$ cat src/hdl/pmirq_defs.svh
// pmirq_defs.svh: offsets, field positions, reset values and counts for the
// power mode and interrupt summary block.
// assumes: included by bare name from design files; definitions only.
`ifndef PMIRQ_DEFS_SVH
`define PMIRQ_DEFS_SVH

// ----------------------------------------------------------------------
// register indices and address width
// ----------------------------------------------------------------------
`define PMIRQ_IDX_CLKCTL 4'hE
`define PMIRQ_IDX_IRQID 4'hB
`define PMIRQ_IDX_EVSTAT 4'h1
`define PMIRQ_IDX_EVMASK 4'h2
`define PMIRQ_IDX_MODE 4'h3
`define PMIRQ_ADDR_W 6

// ----------------------------------------------------------------------
// clock control and identification fields, clock control reset value
// ----------------------------------------------------------------------
`define PMIRQ_CLKCTL_RST 8'h60
`define PMIRQ_CLKCTL_RSVD_ONES 8'h60
`define PMIRQ_BIT_STOP 4
`define PMIRQ_BIT_IDLE 7
`define PMIRQ_BIT_SUMMARY 7
`define PMIRQ_BIT_MOD0 0

// ----------------------------------------------------------------------
// event status bits
// ----------------------------------------------------------------------
`define PMIRQ_EV_STOP_ENTER 0
`define PMIRQ_EV_STOP_EXIT 1
`define PMIRQ_EV_IDLE_ENTER 2
`define PMIRQ_EV_IDLE_EXIT 3
`define PMIRQ_EV_W 4

// ----------------------------------------------------------------------
// timing: stop exit warm-up time in ns, cycles at 100 ns per cycle
// ----------------------------------------------------------------------
`define PMIRQ_CLK_PERIOD_NS 100
`define PMIRQ_WARMUP_NS 1600
`define PMIRQ_WARMUP_CYC \
    ((`PMIRQ_WARMUP_NS + `PMIRQ_CLK_PERIOD_NS - 1) / `PMIRQ_CLK_PERIOD_NS)

`endif

$ cat src/hdl/pmirq_pkg.sv
// pmirq_pkg.sv: types of the power mode and interrupt summary block.
// assumes: compiled before every module of the block.
package pmirq_pkg;

    // ------------------------------------------------------------------
    // power mode state, one-hot
    // ------------------------------------------------------------------
    typedef enum logic [3:0] {
        PMIRQ_RUN = 4'h1,
        PMIRQ_IDLE = 4'h2,
        PMIRQ_STOP = 4'h4,
        PMIRQ_WARM = 4'h8
    } pmirq_mode_t;

endpackage : pmirq_pkg

$ cat src/hdl/pmirq_top.sv
// pmirq_top.sv: power mode control and interrupt summary, Avalon-MM slave.
// assumes: sys_clk 10 MHz, rst_b covers every reset form, external
// interrupt lines are asynchronous pins.
//
// The implementer's own choice: the Avalon-MM slave port.
`timescale 1ns/1ps
`include "pmirq_defs.svh"
module pmirq_top #(
    parameter int NSRC = 8,
    parameter int NEXT = 4,
    parameter int WARMUP_CYC = `PMIRQ_WARMUP_CYC
) (
    input wire logic sys_clk,
    input wire logic rst_b,
    input wire logic [`PMIRQ_ADDR_W-1:0] avs_address,
    input wire logic avs_read,
    input wire logic avs_write,
    input wire logic [31:0] avs_writedata,
    input wire logic [3:0] avs_byteenable,
    output logic [31:0] avs_readdata,
    output logic avs_waitrequest,
    output logic [1:0] avs_response,
    input wire logic [NSRC-1:0] mod0_flags,
    input wire logic [NSRC-1:0] mod0_enables,
    input wire logic [NSRC-1:0] spr_flags,
    input wire logic [NSRC-1:0] spr_enables,
    input wire logic [NEXT-1:0] ext_irq_pins,
    input wire logic [NEXT-1:0] ext_irq_enables,
    output logic ip_hold,
    output logic module_sel_en,
    output logic low_power,
    output logic clock_gate_en,
    output logic irq
);
    import pmirq_pkg::*;

    // ------------------------------------------------------------------
    // overview
    // ------------------------------------------------------------------
    // software sets the stop or idle bit of clock control; the mode
    // machine follows on the next edge and drives the halt outputs.
    // stop wins over idle when both bits are written together, since
    // stop is the deeper state and its exit path is the longer one.
    // stop is left only through an enabled external pin or a reset,
    // and passes a warm-up count before execution resumes.
    // idle is left by an enabled pin or any pending identified
    // interrupt, straight back to run with no warm-up count.
    // the stop and idle bits are never cleared by software; a write
    // of zero leaves them alone, only the mode machine or a reset drops them.
    // mode changes are logged as sticky events behind a mask, so
    // firmware can see that a low-power period really took place.

    // ------------------------------------------------------------------
    // state
    // ------------------------------------------------------------------
    // all state of this module lives in one record:
    //   stop, idle   - the two software-set mode request bits
    //   mode         - one-hot power mode of the machine
    //   warm_cnt     - cycles left in the warm-up after stop
    //   ev_stat/mask - sticky mode events and their enables
    //   ack, rdata   - bus answer flag and registered read data
    //   resp         - registered bus response code
    typedef struct packed {
        logic stop;
        logic idle;
        pmirq_mode_t mode;
        logic [15:0] warm_cnt;
        logic [`PMIRQ_EV_W-1:0] ev_stat;
        logic [`PMIRQ_EV_W-1:0] ev_mask;
        logic ack;
        logic [31:0] rdata;
        logic [1:0] resp;
    } pmirq_top_st_t;

    pmirq_top_st_t st_q;
    pmirq_top_st_t st_d;

    logic [NEXT-1:0] ext_sync;
    logic [7:0] ident;
    logic wake;
    logic sum_pend;
    logic [3:0] idx;
    logic hit;
    logic [`PMIRQ_EV_W-1:0] ev_set;

    // ------------------------------------------------------------------
    // helpers
    // ------------------------------------------------------------------

    // register index from a word-aligned byte address
    function automatic logic [3:0] word_idx(
        input logic [`PMIRQ_ADDR_W-1:0] a
    );
        word_idx = a[5:2];
    endfunction : word_idx

    // true when the index is a mapped register
    function automatic logic mapped(input logic [3:0] i);
        mapped = (i == `PMIRQ_IDX_CLKCTL) || (i == `PMIRQ_IDX_IRQID) ||
                 (i == `PMIRQ_IDX_EVSTAT) || (i == `PMIRQ_IDX_EVMASK) ||
                 (i == `PMIRQ_IDX_MODE);
    endfunction : mapped

    // clock control read value with fixed reserved fields
    function automatic logic [7:0] clkctl_val(input logic idle_b,
                                             input logic stop_b);
        logic [7:0] v;
        v = `PMIRQ_CLKCTL_RSVD_ONES;
        v[`PMIRQ_BIT_IDLE] = idle_b;
        v[`PMIRQ_BIT_STOP] = stop_b;
        clkctl_val = v;
    endfunction : clkctl_val

    // ------------------------------------------------------------------
    // submodules
    // ------------------------------------------------------------------

    // the pins are asynchronous, so each passes three flip-flops and
    // only a level seen twice in a row counts; a short glitch on a
    // pin therefore cannot wake the block from stop by itself.
    // the price is about four cycles of wake latency, which comes before
    // the warm-up count after stop and is harmless for idle.
    // external interrupt pins into the clock domain
    pmirq_sync #(
        .W(NEXT)
    ) u_sync (
        .sys_clk(sys_clk),
        .rst_b(rst_b),
        .d(ext_irq_pins),
        .q(ext_sync)
    );

    // identification register contents
    pmirq_summary #(
        .NSRC(NSRC)
    ) u_summary (
        .sys_clk(sys_clk),
        .rst_b(rst_b),
        .mod0_flags(mod0_flags),
        .mod0_enables(mod0_enables),
        .spr_flags(spr_flags),
        .spr_enables(spr_enables),
        .ident(ident)
    );

    // ------------------------------------------------------------------
    // wake sources and bus decode
    // ------------------------------------------------------------------
    assign wake = |(ext_sync & ext_irq_enables);
    assign sum_pend = ident[`PMIRQ_BIT_SUMMARY] | ident[`PMIRQ_BIT_MOD0];
    assign idx = word_idx(avs_address);
    assign hit = mapped(idx);

    // next state: bus access, mode machine, events
    always_comb begin
        st_d = st_q;
        ev_set = '0;
        st_d.ack = 1'b0;

        // bus: one wait cycle, answer on the second cycle of the request.
        // read data are captured on the first edge and stand in the
        // answer cycle, so the master always sees settled data.
        // ack lasts one cycle only; a strobe still held after the
        // answer edge is taken as a fresh request, never a repeat
        // of the old one, and again costs exactly one wait cycle.
        // bus: one wait cycle, answer on the second cycle of the request
        if ((avs_read || avs_write) && !st_q.ack) begin
            st_d.ack = 1'b1;
            st_d.resp = hit ? 2'h0 : 2'h2;
            st_d.rdata = 32'h0000_0000;
            if (avs_read) begin
                case (idx)
                    `PMIRQ_IDX_CLKCTL: begin
                        st_d.rdata[7:0] = clkctl_val(st_q.idle, st_q.stop);
                    end
                    `PMIRQ_IDX_IRQID: begin
                        st_d.rdata[7:0] = ident;
                    end
                    `PMIRQ_IDX_EVSTAT: begin
                        st_d.rdata[`PMIRQ_EV_W-1:0] = st_q.ev_stat;
                    end
                    `PMIRQ_IDX_EVMASK: begin
                        st_d.rdata[`PMIRQ_EV_W-1:0] = st_q.ev_mask;
                    end
                    `PMIRQ_IDX_MODE: begin
                        st_d.rdata[3:0] = st_q.mode;
                    end
                    default: begin
                        st_d.rdata = 32'h0000_0000;
                    end
                endcase
            end
        end

        // write effects, taken at the edge that ends the answer cycle
        if (avs_write && st_q.ack && avs_byteenable[0]) begin
            case (idx)
                `PMIRQ_IDX_CLKCTL: begin
                    if (avs_writedata[`PMIRQ_BIT_STOP]) begin
                        st_d.stop = 1'b1;
                    end
                    if (avs_writedata[`PMIRQ_BIT_IDLE]) begin
                        st_d.idle = 1'b1;
                    end
                end
                `PMIRQ_IDX_EVSTAT: begin
                    st_d.ev_stat = st_q.ev_stat &
                                   ~avs_writedata[`PMIRQ_EV_W-1:0];
                end
                `PMIRQ_IDX_EVMASK: begin
                    st_d.ev_mask = avs_writedata[`PMIRQ_EV_W-1:0];
                end
                default: begin
                    st_d.ev_mask = st_q.ev_mask;
                end
            endcase
        end

        // mode machine.
        // run looks at the request bits registered on the previous
        // edge, so a write that sets a bit takes effect one cycle
        // after the bus answer.
        // idle keeps clocks running; any wake cause returns to run on
        // the next edge and clears the idle bit in the same step.
        // stop waits for an enabled pin only; pending identified
        // interrupts do not end stop, matching the pin-only wake.
        // warm counts down from the warm-up figure and logs the stop
        // exit event when it reaches run.
        case (st_q.mode)
            PMIRQ_RUN: begin
                if (st_q.stop) begin
                    st_d.mode = PMIRQ_STOP;
                    ev_set[`PMIRQ_EV_STOP_ENTER] = 1'b1;
                end else if (st_q.idle) begin
                    st_d.mode = PMIRQ_IDLE;
                    ev_set[`PMIRQ_EV_IDLE_ENTER] = 1'b1;
                end
            end
            PMIRQ_IDLE: begin
                if (wake || sum_pend) begin
                    st_d.idle = 1'b0;
                    st_d.mode = PMIRQ_RUN;
                    ev_set[`PMIRQ_EV_IDLE_EXIT] = 1'b1;
                end
            end
            PMIRQ_STOP: begin
                if (wake) begin
                    st_d.stop = 1'b0;
                    st_d.mode = PMIRQ_WARM;
                    st_d.warm_cnt = 16'(WARMUP_CYC);
                end
            end
            PMIRQ_WARM: begin
                if (st_q.warm_cnt <= 16'h0001) begin
                    st_d.mode = PMIRQ_RUN;
                    st_d.warm_cnt = 16'h0000;
                    ev_set[`PMIRQ_EV_STOP_EXIT] = 1'b1;
                end else begin
                    st_d.warm_cnt = st_q.warm_cnt - 16'h0001;
                end
            end
            default: begin
                st_d.mode = PMIRQ_RUN;
            end
        endcase

        // sticky events: set wins over a clear in the same cycle.
        // a clear that meets a new event would otherwise lose it, and
        // firmware could miss the only trace of a short idle period.
        st_d.ev_stat = st_d.ev_stat | ev_set;
    end

    // state register; every reset form restores clock control
    always_ff @(posedge sys_clk or negedge rst_b) begin
        if (!rst_b) begin
            st_q.stop <= 1'b0;
            st_q.idle <= 1'b0;
            st_q.mode <= PMIRQ_RUN;
            st_q.warm_cnt <= 16'h0000;
            st_q.ev_stat <= '0;
            st_q.ev_mask <= '0;
            st_q.ack <= 1'b0;
            st_q.rdata <= 32'h0000_0000;
            st_q.resp <= 2'h0;
        end else begin
            st_q <= st_d;
        end
    end

    // ------------------------------------------------------------------
    // outputs
    // ------------------------------------------------------------------
    // every mode output is a plain decode of the registered mode, so
    // all of them change on the same edge and none can glitch apart.
    // ip_hold covers warm-up too: execution must not resume before
    // the count ends. clock_gate_en is for stop alone, since idle
    // keeps the clocks running and needs no warm-up on exit.
    // waitrequest is the one combinational handshake output; it rises
    // with the strobe and falls in the cycle after the request.
    assign avs_waitrequest = (avs_read || avs_write) && !st_q.ack;
    assign avs_readdata = st_q.rdata;
    assign avs_response = st_q.resp;
    assign ip_hold = st_q.mode != PMIRQ_RUN;
    assign module_sel_en = st_q.mode == PMIRQ_RUN;
    assign low_power = st_q.mode != PMIRQ_RUN;
    assign clock_gate_en = st_q.mode == PMIRQ_STOP;
    assign irq = |(st_q.ev_stat & st_q.ev_mask);
endmodule : pmirq_top

$ cat src/hdl/pmirq_sync.sv
// pmirq_sync.sv: three-stage synchroniser with agreement filter.
// assumes: d arrives from outside the sys_clk domain.
`timescale 1ns/1ps
module pmirq_sync #(
    parameter int W = 1
) (
    input wire logic sys_clk,
    input wire logic rst_b,
    input wire logic [W-1:0] d,
    output logic [W-1:0] q
);
    typedef struct packed {
        logic [W-1:0] s1;
        logic [W-1:0] s2;
        logic [W-1:0] s3;
        logic [W-1:0] q;
    } pmirq_sync_st_t;

    pmirq_sync_st_t st_q;
    pmirq_sync_st_t st_d;

    // shift chain; output moves only where stages two and three agree
    always_comb begin
        st_d = st_q;
        st_d.s1 = d;
        st_d.s2 = st_q.s1;
        st_d.s3 = st_q.s2;
        st_d.q = (st_q.s2 & st_q.s3) | (st_q.q & (st_q.s2 | st_q.s3));
    end

    // state register
    always_ff @(posedge sys_clk or negedge rst_b) begin
        if (!rst_b) begin
            st_q <= '0;
        end else begin
            st_q <= st_d;
        end
    end

    assign q = st_q.q;
endmodule : pmirq_sync

$ cat src/hdl/pmirq_summary.sv
// pmirq_summary.sv: interrupt identification summary from flags and enables.
// assumes: flag and enable vectors come from sys_clk logic.
`timescale 1ns/1ps
`include "pmirq_defs.svh"
module pmirq_summary #(
    parameter int NSRC = 8
) (
    input wire logic sys_clk,
    input wire logic rst_b,
    input wire logic [NSRC-1:0] mod0_flags,
    input wire logic [NSRC-1:0] mod0_enables,
    input wire logic [NSRC-1:0] spr_flags,
    input wire logic [NSRC-1:0] spr_enables,
    output logic [7:0] ident
);
    typedef struct packed {
        logic [7:0] ident;
    } pmirq_sum_st_t;

    pmirq_sum_st_t st_q;
    pmirq_sum_st_t st_d;

    // a bit stands only while some flag and its own enable are both set
    always_comb begin
        st_d = st_q;
        st_d.ident = 8'h00;
        st_d.ident[`PMIRQ_BIT_MOD0] = |(mod0_flags & mod0_enables);
        st_d.ident[`PMIRQ_BIT_SUMMARY] = |(spr_flags & spr_enables);
    end

    // registered identification value
    always_ff @(posedge sys_clk or negedge rst_b) begin
        if (!rst_b) begin
            st_q <= '0;
        end else begin
            st_q <= st_d;
        end
    end

    assign ident = st_q.ident;
endmodule : pmirq_summary

$ cat config.mk
export PLATFORM = sky130hd
export DESIGN_NAME = pmirq_top
export DESIGN_NICKNAME = d
export VERILOG_FILES = /design/src/hdl/pmirq_pkg.sv /design/src/hdl/pmirq_top.sv /design/src/hdl/pmirq_sync.sv /design/src/hdl/pmirq_summary.sv
export VERILOG_INCLUDE_DIRS = /design/src /design/src/hdl
export SDC_FILE = /design/constraint.sdc
export NUM_CORES = 1
export LEC_CHECK = 0
export ABC_AREA = 1
export BUFFER_PORTS_ARGS = -buffer_cell sky130_fd_sc_hd__buf_2
export CAP_MARGIN = 20
export CORE_UTILIZATION = 35
export DETAILED_ROUTE_END_ITERATION = 6
export PLACE_DENSITY = 0.66
export SYNTH_ARGS = -nofsm -noshare
export SYNTH_HDL_FRONTEND = slang
export SYNTH_SLANG_ARGS = --single-unit
$ cat constraint.sdc
create_clock -name sys_clk -period 4.2 [get_ports sys_clk]
set_input_delay 0 -clock sys_clk [delete_from_list [all_inputs] [get_ports sys_clk]]
set_output_delay 0 -clock sys_clk [all_outputs]
set_load 0.005 [all_outputs]
Word level (Yosys, flattened, before mapping)
Index checks and enable logic that the tools add are counted.
{ "word_totals": {"elab_cells": 92, "input_bits": 86, "reg_bits": 83, "out_inout_bits": 40} }
{ "op_classes": {"reduce_logical": 18, "magnitude_cmp": 1, "eq_ne": 14, "add_sub_neg": 1, "n_bitwise": 12, "n_mux": 32} }
{ "op_table": {"columns": ["op", "count"], "rows": [
  ["$mux W35", 1],
  ["$pmux W16 S2", 1],
  ["$pmux W4 S4", 2],
  ["$and A4 B4 Y4", 5],
  ["$mux W20", 1],
  ["$mux W4", 5],
  ["$and A8 B8 Y8", 2],
  ["$le A16 B1 Y1 const B", 1],
  ["$mux W16", 1],
  ["$mux W8", 2],
  ["$reduce_or A8 Y1", 2],
  ["$sub A16 B1 Y16 const B", 1],
  ["$mux W1", 14],
  ["$eq A4 B2 Y1 const B", 3],
  ["$eq A4 B4 Y1 const B", 3],
  ["$or A4 B4 Y4", 3],
  ["$eq A4 B1 Y1 const B", 2],
  ["$pmux W4 S2", 1],
  ["$reduce_or A4 Y1", 2],
  ["$logic_or A1 B1 Y1", 6],
  ["$mux W2", 3],
  ["$mux W5", 1],
  ["$eq A4 B3 Y1 const B", 1],
  ["$ne A2 B2 Y1 const B", 2],
  ["10 further kinds", 13]
]} }

Longest topological paths before layout
Gate-level depths: netlist of the first run.
{ "logic_depth": {"ltp_word": 7, "depth_mapped": 9, "mapped_depth_nobuf": 9} }

Cells and area by module
A second synthesis of the first run with hierarchy kept.
{ "hier_totals": {"cells_unflattened": 432, "area_unflattened_um2": 3314.4} }
{ "by_module_without_submodules": {"columns": ["mod", "cells_per_inst", "seq_area_each_um2", "area_per_inst_um2", "instances"], "rows": [
  ["pmirq_top", 357, 1002.2, 2607.5, 1],
  ["pmirq_sync", 36, 400.4, 495.5, 1],
  ["pmirq_summary", 39, 50.0, 211.5, 1]
]} }

Least setup slack after synthesis of the first run
Ideal clock, no wire load.
{ "synth_path": {"path_type": "flip-flop to flip-flop", "startpoint": "register st_q[43] (netlist name)", "endpoint": "register st_q[53] (netlist name)", "setup_time_ps": 126, "setup_slack_ps": 2844, "path_buffers": 0, "synth_period_minus_slack_ps": 1356, "arrival_ps": 1230, "stages_incl_launch_ff": 10, "required_ps": 4074, "path_cell_list": "dfrtp_1 inv_1 ha_1 nand2_1 nor2_2 nand2_1 nand2_1 nand2_1 nand2_1 o21ai_0"} }
{ "synth_via": {"elab_chain_len": 3, "word_cells_on_any_way": 4, "classes_between": "add/sub (1); order compare (1); mux (2)"} }
{ "synth_rtl": {"columns": ["item", "line_no", "text"], "rows": [
  ["from (decl)", "pmirq_top.sv:75", "pmirq_top_st_t st_q;"],
  ["from (signal assigned)", "pmirq_top.sv:286", "st_q <= st_d;"],
  ["$sub A16 B1 Y16 / $le A16 B1 Y1 (equally long branches)", "pmirq_top.sv:259, pmirq_top.sv:254", null],
  ["$mux W16 (*)", "pmirq_top.sv:254", "if (st_q.warm_cnt <= 16'h0001) begin"],
  ["$pmux W16 S2 (*)", "pmirq_top.sv:229", "case (st_q.mode)"]
]} }
Mark *: on every way between the ends. The rest lies on a longest branch, timed or not.
A chain may end at the register's enable or synchronous reset.

==> summary.txt, run 1 <==
Min path
  • Hold Crit Endpoint: avs_readdata[1]
  • Hold crit path type: in -> reg
  • Hold_sp: avs_write
  • Worst hold stages: 4

Setup path
  • CP required: 4410 ps
  • Worst path max stage delay: 580 ps
  • CP Data Arrival Time: 2090 ps
  • R2R setup slack: 2600 ps
  • Slowest stage cell, crit path: dlygate4sd3_1
  • End of the worst register-to-register path: avs_readdata[7]
  • WS Path Type: in -> reg
  • Buf+Inv Stages, Crit Path: 4
  • Crit path depth: 6
  • Max FO, Critical Path: 1
  • CP dominant cell by count: dlygate4sd3_1
  • Worst r2r src: st_q[34]
  • Crit path cell chain: dlygate4sd3_1 > buf_2 > a221oi_1 > dlygate4sd3_1 > nand2_1 > dlygate4sd3_1
  • Cell count of the worst reg-to-reg path: 6
  • Endpoint type of the worst setup path: register
  • Startpoint Class: primary input
  • Kind of cell adding the most delay to the critical path: buffers and inverters

STA
  • Final Skew: 6.56 ps
  • RSZ-0062 raised after global routing: false
  • Final Setup Violations: 0
  • Least-Margin Pin Slew: 712 ps
  • Relative slew slack: 52.5%
  • WHS: 48.9 ps
  • Min Tclk post-route: 1870 ps
  • Max-slew violation count: 0
  • Setup TNS: 0 ps
  • Final Hold Viols: 0
  • F_max: 534 MHz
  • Part of the cycle the worst path needs: 44.6%

Cells and area
  • Post-route cell area: 3730 sq um
  • Fraction of layout cells with a size suffix above 1: 21.6%
  • Non-filler instance count after layout: 572
  • # diodes: 0
  • Nets@finish: 550
  • Synth-to-Final Area Change: 23.6%

Synthesis
  • Flops & latches, synth: 57
  • Library cells used by synthesis: 26
  • Syn_area_per_cell: 8.02 sq um
  • Syn Std Cell Area: 3020 sq um
  • Synthesized instance count: 376
  • Seq/Total Area, Yosys: 47.3%
  • Synth warnings: 0

Clock network
  • Post-cts sizing count: 0
  • Max clock buf depth: 2
  • Root buffer cell: clkbuf_8
  • Clock Sinks: 57
  • CTS buffer count: 9
  • CTS tree: done
  • Clock latency on the worst-skew pair: 340 ps
  • Clk slew on worst S/H paths: 70 ps
  • H-Tree Depth: 3

GRT
  • Initial antenna violation count: 0
  • First-pass GRT wire length: 11.0 mm
  • Tot GR Track Use: 15.7%
  • Largest net degree at the start of global routing: 58
  • Total grt overflow: 0
  • Vias in the first global route: 2590

Floorplanning
  • Die W: 94.8 um
  • Die outline height: 94.8 um
  • FP Rows: 33
  • Starting density of the core: 36.5%
  • Top Ports: 126
  • Die area: 8990 sq um
  • Core area: 8260 sq um

Drt
  • Vias: 2602
  • Remaining DRCs: 0
  • First-pass DRT Iterations: 6
  • Vias per inst: 4.55
  • Final WL: 6.26 mm
  • Initial DRC count: 119
  • Post-detailed-route count of antenna-violating nets: 0
  • DR WL/cell: 11.0 um

Run status
  • Status: complete, no violations

Placement
  • GPL Wtd Cong: 0.839
  • Placed cells: 539
  • Area of placed instances: 3310 sq um
  • Port bufs: 69
  • HPWL after detailed placement: 4.48 mm

Flow run
  • MaxCap Viol Count: 0

Power and ir drop
  • Pwr Density: 564 nW/um^2
  • Total power: 2.10 mW
  • Lkg Pwr: 1.98 nW
  • Max VDD drop: 213 uV
==> report_power, final <==
| part | switching [mW] | total [mW] | internal (mW) |
|---|---|---|---|
| clock network | 0.221 | 0.630 | 0.409 |
| logic | 0.451 | 0.710 | 0.259 |
| registers | 0.0948 | 0.761 | 0.667 |
| total | 0.767 | 2.10 | 1.33 |
==> synth_stat cells <==
| library cell | count | area share, % |
|---|---|---|
| nand4_1 | 9 | 1.9 |
| inv_2 | 2 | 0.25 |
| or2_2 | 1 | 0.21 |
| a21oi_1 | 3 | 0.50 |
| conb_1 | 1 | 0.12 |
| nand2_4 | 2 | 0.75 |
| nor2_4 | 1 | 0.37 |
| nor2_1 | 31 | 3.9 |
| dfrtp_1 | 56 | 46 |
| o21ai_0 | 19 | 3.2 |
| a221oi_1 | 4 | 1.2 |
| buf_4 | 35 | 8.7 |
| nand3_1 | 27 | 4.5 |
| o211ai_1 | 1 | 0.25 |
| xor2_1 | 3 | 0.87 |
| o21ai_4 | 1 | 0.54 |
| maj3_1 | 4 | 1.3 |
| nor3_2 | 2 | 0.66 |
| nor2_2 | 5 | 1.0 |
| inv_1 | 37 | 4.6 |
| o22ai_1 | 6 | 1.2 |
| nand2_1 | 121 | 15 |
| ha_1 | 2 | 0.83 |
| o21ai_2 | 1 | 0.29 |
| buf_8 | 1 | 0.50 |
| dfstp_2 | 1 | 0.87 |
==> routing by layer <==
layer  wire length (um)  GRT usage [%]  up-vias  part of all wire, %
li1                   -              -     1315                    -
met1               2830           18.1     1214                   45
met2               3040           26.4       63                   49
met3                292           4.83       10                  4.7
met4                 99           7.32        0                  1.6
met5                  0              0        -                    0
==> area by class of cell <==
type | instances | area [sq um]
fillers | 812 | 4530
well taps | 105 | 131
clock buffers | 11 | 141
inverters | 39 | 146
clock inverters | 5 | 103
repair buffers | 87 | 523
multi-input cells | 268 | 1250
flip-flops and latches | 57 | 1430
==> logic make-up after synthesis <==
logic type,after synthesis,synth area share [%]
buffers and inverters,75,14.1
AO/OA/AOI/OAI,35,7.14
XOR/XNOR,3,0.872
AND/OR/NAND/NOR,199,28.3
adder cells (fa/ha/maj),6,2.16
other,1,0.124
flip-flops,57,47.3
==> cells in the final DEF, fill, tap and decap left out <==
master         instances
clkbuf_8              10
clkinvlp_4             1
o22ai_1                6
conb_1                25
bufinv_16              3
o21ai_2                1
nor2_4                 1
inv_2                  2
nand3_1               27
dlygate4sd3_1         17
nor2_1                31
nand2_4                2
buf_4                  1
buf_2                 69
ha_1                   2
a21oi_1                3
o21ai_0               19
nor3_2                 2
inv_1                 37
maj3_1                 4
clkinv_2               1
dfstp_2                1
nand4_1                9
dfrtp_1               56
clkbuf_1               1
or2_2                  1
xor2_1                 3
o211ai_1               1
a221oi_1               4
o21ai_4                1
nand2_1              121
nor2_2                 5
==> flip-flops by register name, indices dropped and copies added (netlist names) <==
register / cells
u_summary.ident: 2
u_sync.st_q: 4
avs_readdata: 7
st_q: 31
u_sync.q: 4
avs_response: 1
u_sync.st_d: 8
==> timing repair <==
| action | 4_1_cts | 5_1_grt |
|---|---|---|
| setup buffers | 0 | 0 |
| hold buffers | 17 | 0 |
| hold endpoints to repair | 69 | 0 |
==> through the flow <==
step	setup WS, ps	util, %
finish	2330	45.1
global route	2200	45.1
CTS	2390	45.1
detailed placement	2640	40.1
global placement	2680	40.1
floorplan	2840	-
==> tightest hold or removal path: stages <==
cell	delay [ps]
buf_2	100
o21ai_2	120
nand2_1	90
nand2_1	50
==> worst max path at each step <==
stage                               endpoint             from
after floorplan                     st_q[53]         st_q[43]
after global placement              st_q[43]         st_q[59]
after detailed placement            st_q[53]         st_q[43]
after CTS                 u_summary.ident[0]  mod0_enables[7]
after global routing      u_summary.ident[7]   spr_enables[7]
final                     u_summary.ident[7]   spr_enables[7]
(Power assumes the default switching activity.)
==> run 2: changes to the inputs <==
ABC_AREA = 0   (was 1)
PLACE_DENSITY = 0.69   (was 0.66)
clock period = 1.6 ns   (was 4.2 ns; I/O delays follow)
==> run 2 against run 1 <==
  * Register-to-register slack got worse by 2800 ps
  * Highest routed layer unchanged
  * Critical path type is now reg -> reg
  * Total power increased to 2.5 times the previous value
  * Final cell count decreased by 4.7%
  * Design area increased by 13%
  * Clock skew increased by 3.7 ps
  * Largest cell class unchanged
  * The flow now finishes with violations (setup timing)
  * Largest power group unchanged
==> summary.txt, run 2 <==
Run status
  • Status: finished with violations
  • Failing checks: setup timing

Min path
  • Hold Crit Endpoint: avs_readdata[7]
  • Hold crit path type: in -> reg
  • Hold_sp: avs_address[3]
  • Worst hold stages: 3

Setup path
  • Crit path cell chain: or4_4 > nor3_4 > buf_4 > a21oi_2 > nand3_2 > o311ai_2
  • Setup crit start: st_q[50]
  • Cell count of the worst reg-to-reg path: 6
  • Endpoint type of the worst setup path: register
  • Max FO, Critical Path: 7
  • CP required: 1810 ps
  • WS Path Type: reg -> reg
  • R2R setup slack: -210 ps
  • Worst path max stage delay: 550 ps
  • Slowest stage cell, crit path: or4_4
  • Worst r2r src: st_q[50]
  • CP Data Arrival Time: 2010 ps
  • Kind of cell adding the most delay to the critical path: simple AND/OR/NAND/NOR gates
  • End of the worst register-to-register path: st_q[56]
  • Startpoint Class: register
  • Buf+Inv Stages, Crit Path: 1

Floorplanning
  • Die area: 8750 sq um
  • Die outline height: 93.5 um
  • Core area: 8180 sq um
  • Die W: 93.5 um
  • Starting density of the core: 35.9%
  • FP Rows: 33
  • Top Ports: 126

Synthesis
  • Commonest cells post-synth: dfrtp_1 (56), nand2_1 (36), buf_4 (35)
  • Synth warnings: 0
  • Synth area leaders: dfrtp_1 (48%), buf_4 (9.0%), nand2_1 (4.6%), a22oi_1 (3.1%), mux2_2 (3.1%)
  • Seq/Total Area, Yosys: 48.7%
  • Post-synth EDFFs: 0
  • Syn Std Cell Area: 2930 sq um
  • Synth area leader: dfrtp_1
  • Syn_area_per_cell: 10.0 sq um
  • Synthesized instance count: 292
  • Commonest register cell after synthesis: dfrtp_1
  • Async S/R FF share, synth: 100%
  • Library cells used by synthesis: 50
  • Top-count cell post-synth: dfrtp_1
  • Share of the synthesized area in the top cell type: 47.8%
  • Flops & latches, synth: 57

STA
  • Worst setup margin: -205 ps
  • WHS: 24.3 ps
  • F_max: 554 MHz
  • Relative slew slack: 51.1%
  • Max-slew violation count: 0
  • Least-Margin Pin Slew: 732 ps
  • Min Tclk post-route: 1810 ps
  • Part of the cycle the worst path needs: 113%
  • Setup TNS: -2710 ps
  • RSZ-0062 raised after global routing: true
  • Final Skew: 10.3 ps
  • Final Setup Violations: 16
  • Final Hold Viols: 0

Power and ir drop
  • NetSw: 1.71 mW
  • Logic pwr share: 34.4%
  • Max VDD drop: 781 uV
  • Sequential power share: 38.8%
  • Switching share of power: 31.9%
  • Clock power frac: 26.8%
  • Lkg Pwr: 1.99 nW
  • Total power: 5.36 mW
  • P_int: 3.65 mW
  • Pwr Density: 1270 nW/um^2

Cells and area
  • Nets@finish: 524
  • Synth-to-Final Area Change: 44.1%
  • # diodes: 0
  • FILL cells: 736
  • Biggest register: st_q
  • Fraction of layout cells with a size suffix above 1: 38.0%
  • Post-route cell area: 4230 sq um
  • Non-filler instance count after layout: 545
  • Most common cell after layout, fill and taps aside: buf_2
  • Final Util: 51.7%
  • Largest register FFs: 31
  • Commonest non-fill, non-tap cells in the layout: buf_2 (69), dfrtp_1 (55), buf_4 (47), nand2_1 (36), dlygate4sd3_1 (29)

Clock network
  • CTS buffer count: 9
  • H-Tree Depth: 3
  • Clock Sinks: 57
  • CTS tree: done
  • Root buffer cell: clkbuf_8
  • Clk slew on worst S/H paths: 70 ps
  • Max clock buf depth: 2
  • Clock latency on the worst-skew pair: 330 ps

Drt
  • Remaining DRCs: 0
  • Vias per inst: 4.97
  • Vias: 2711
  • DR WL/cell: 14.0 um
  • Post-detailed-route count of antenna-violating nets: 0
  • First-pass DRT Iterations: 4
  • Initial DRC count: 101
  • Final WL: 7.61 mm

Placement
  • Placed cells: 490
  • GPL Wtd Cong: 0.902
  • Port bufs: 69
  • Dpl ws: -375 ps
  • Area of placed instances: 3560 sq um
  • HPWL after detailed placement: 4.88 mm

GRT
  • Vias in the first global route: 2676
  • First-pass GRT wire length: 12.2 mm
  • Tot GR Track Use: 18.0%
  • Largest net degree at the start of global routing: 49
  • Initial antenna violation count: 0
  • Total grt overflow: 0

Flow run
  • MaxCap Viol Count: 0
## run 2: cell types whose count changed after synthesis, moves of 9 or more
| cell | before | now |
|---|---|---|
| a21oi_1 | 3 | 13 |
| a22oi_1 | 0 | 12 |
| inv_1 | 37 | 10 |
| nand2_1 | 121 | 36 |
| nand3_1 | 27 | 10 |
| nor2_1 | 31 | 12 |
| o21ai_0 | 19 | 10 |
## run 2: power groups by stage
stage	clock network, mW	registers [mW]	logic [mW]
after global placement	0	2.06	1.47
after CTS	1.46	2.06	1.61
after detailed placement	0	2.08	1.50
after floorplan	0	2.10	0.767
after global routing	1.53	2.12	2.03
final	1.43	2.08	1.84
## run 2: repair_timing
action                                  in CTS  in global routing
pin swaps                                    4                  9
resized for setup                            3                 14
endpoints found under the hold margin       76                  0
buffers inserted                             2                  8
hold buffers                                29                  0
gates cloned                                 1                  0
endpoints found under the setup margin      19                 20
## run 2: cell families after synthesis
| family | Yosys count | share of synthesized area [%] |
|---|---|---|
| AOI/OAI and AO/OA | 69 | 15.5 |
| adders and majority gates | 6 | 2.22 |
| buffers and inverters | 50 | 10.9 |
| DFF | 57 | 48.7 |
| muxes | 9 | 3.41 |
| other | 1 | 0.128 |
| and+or+nand+nor | 100 | 19.2 |
## run 2: worst max-delay path by stage
stage          endpoint  slack, ps  cells past startpoint
2_1_floorplan  st_q[58]       -170                      5
3_3_place_gp   st_q[59]       -300                      6
3_5_place_dp   st_q[54]       -370                      6
4_1_cts        st_q[58]       -260                      5
5_1_grt        st_q[56]       -310                      6
6_report       st_q[56]       -210                      6
## run 2: area by class of cell
class | count | area [sq um] | share of cell area, %
clock buffer | 13 | 179 | 4.23
clock inverter | 2 | 35.0 | 0.829
inverter | 10 | 37.5 | 0.888
multi-input combinational | 210 | 1380 | 32.7
sequential | 57 | 1430 | 33.8
tap | 105 | 131 | 3.11
timing repair buffer | 148 | 1030 | 24.4
## run 2: worst min-delay path: stages
cell	delay, ps
buf_2	160
nand4_1	80
o21ai_0	70
## run 2: layer usage
layer  share of wire [%]  global-route usage, %  wire [um]
met3                 4.7                   5.69        354
met4                 3.6                   8.72        275
met5                   0                      0          0
met2                  51                   31.0       3860
met1                  41                   20.2       3120
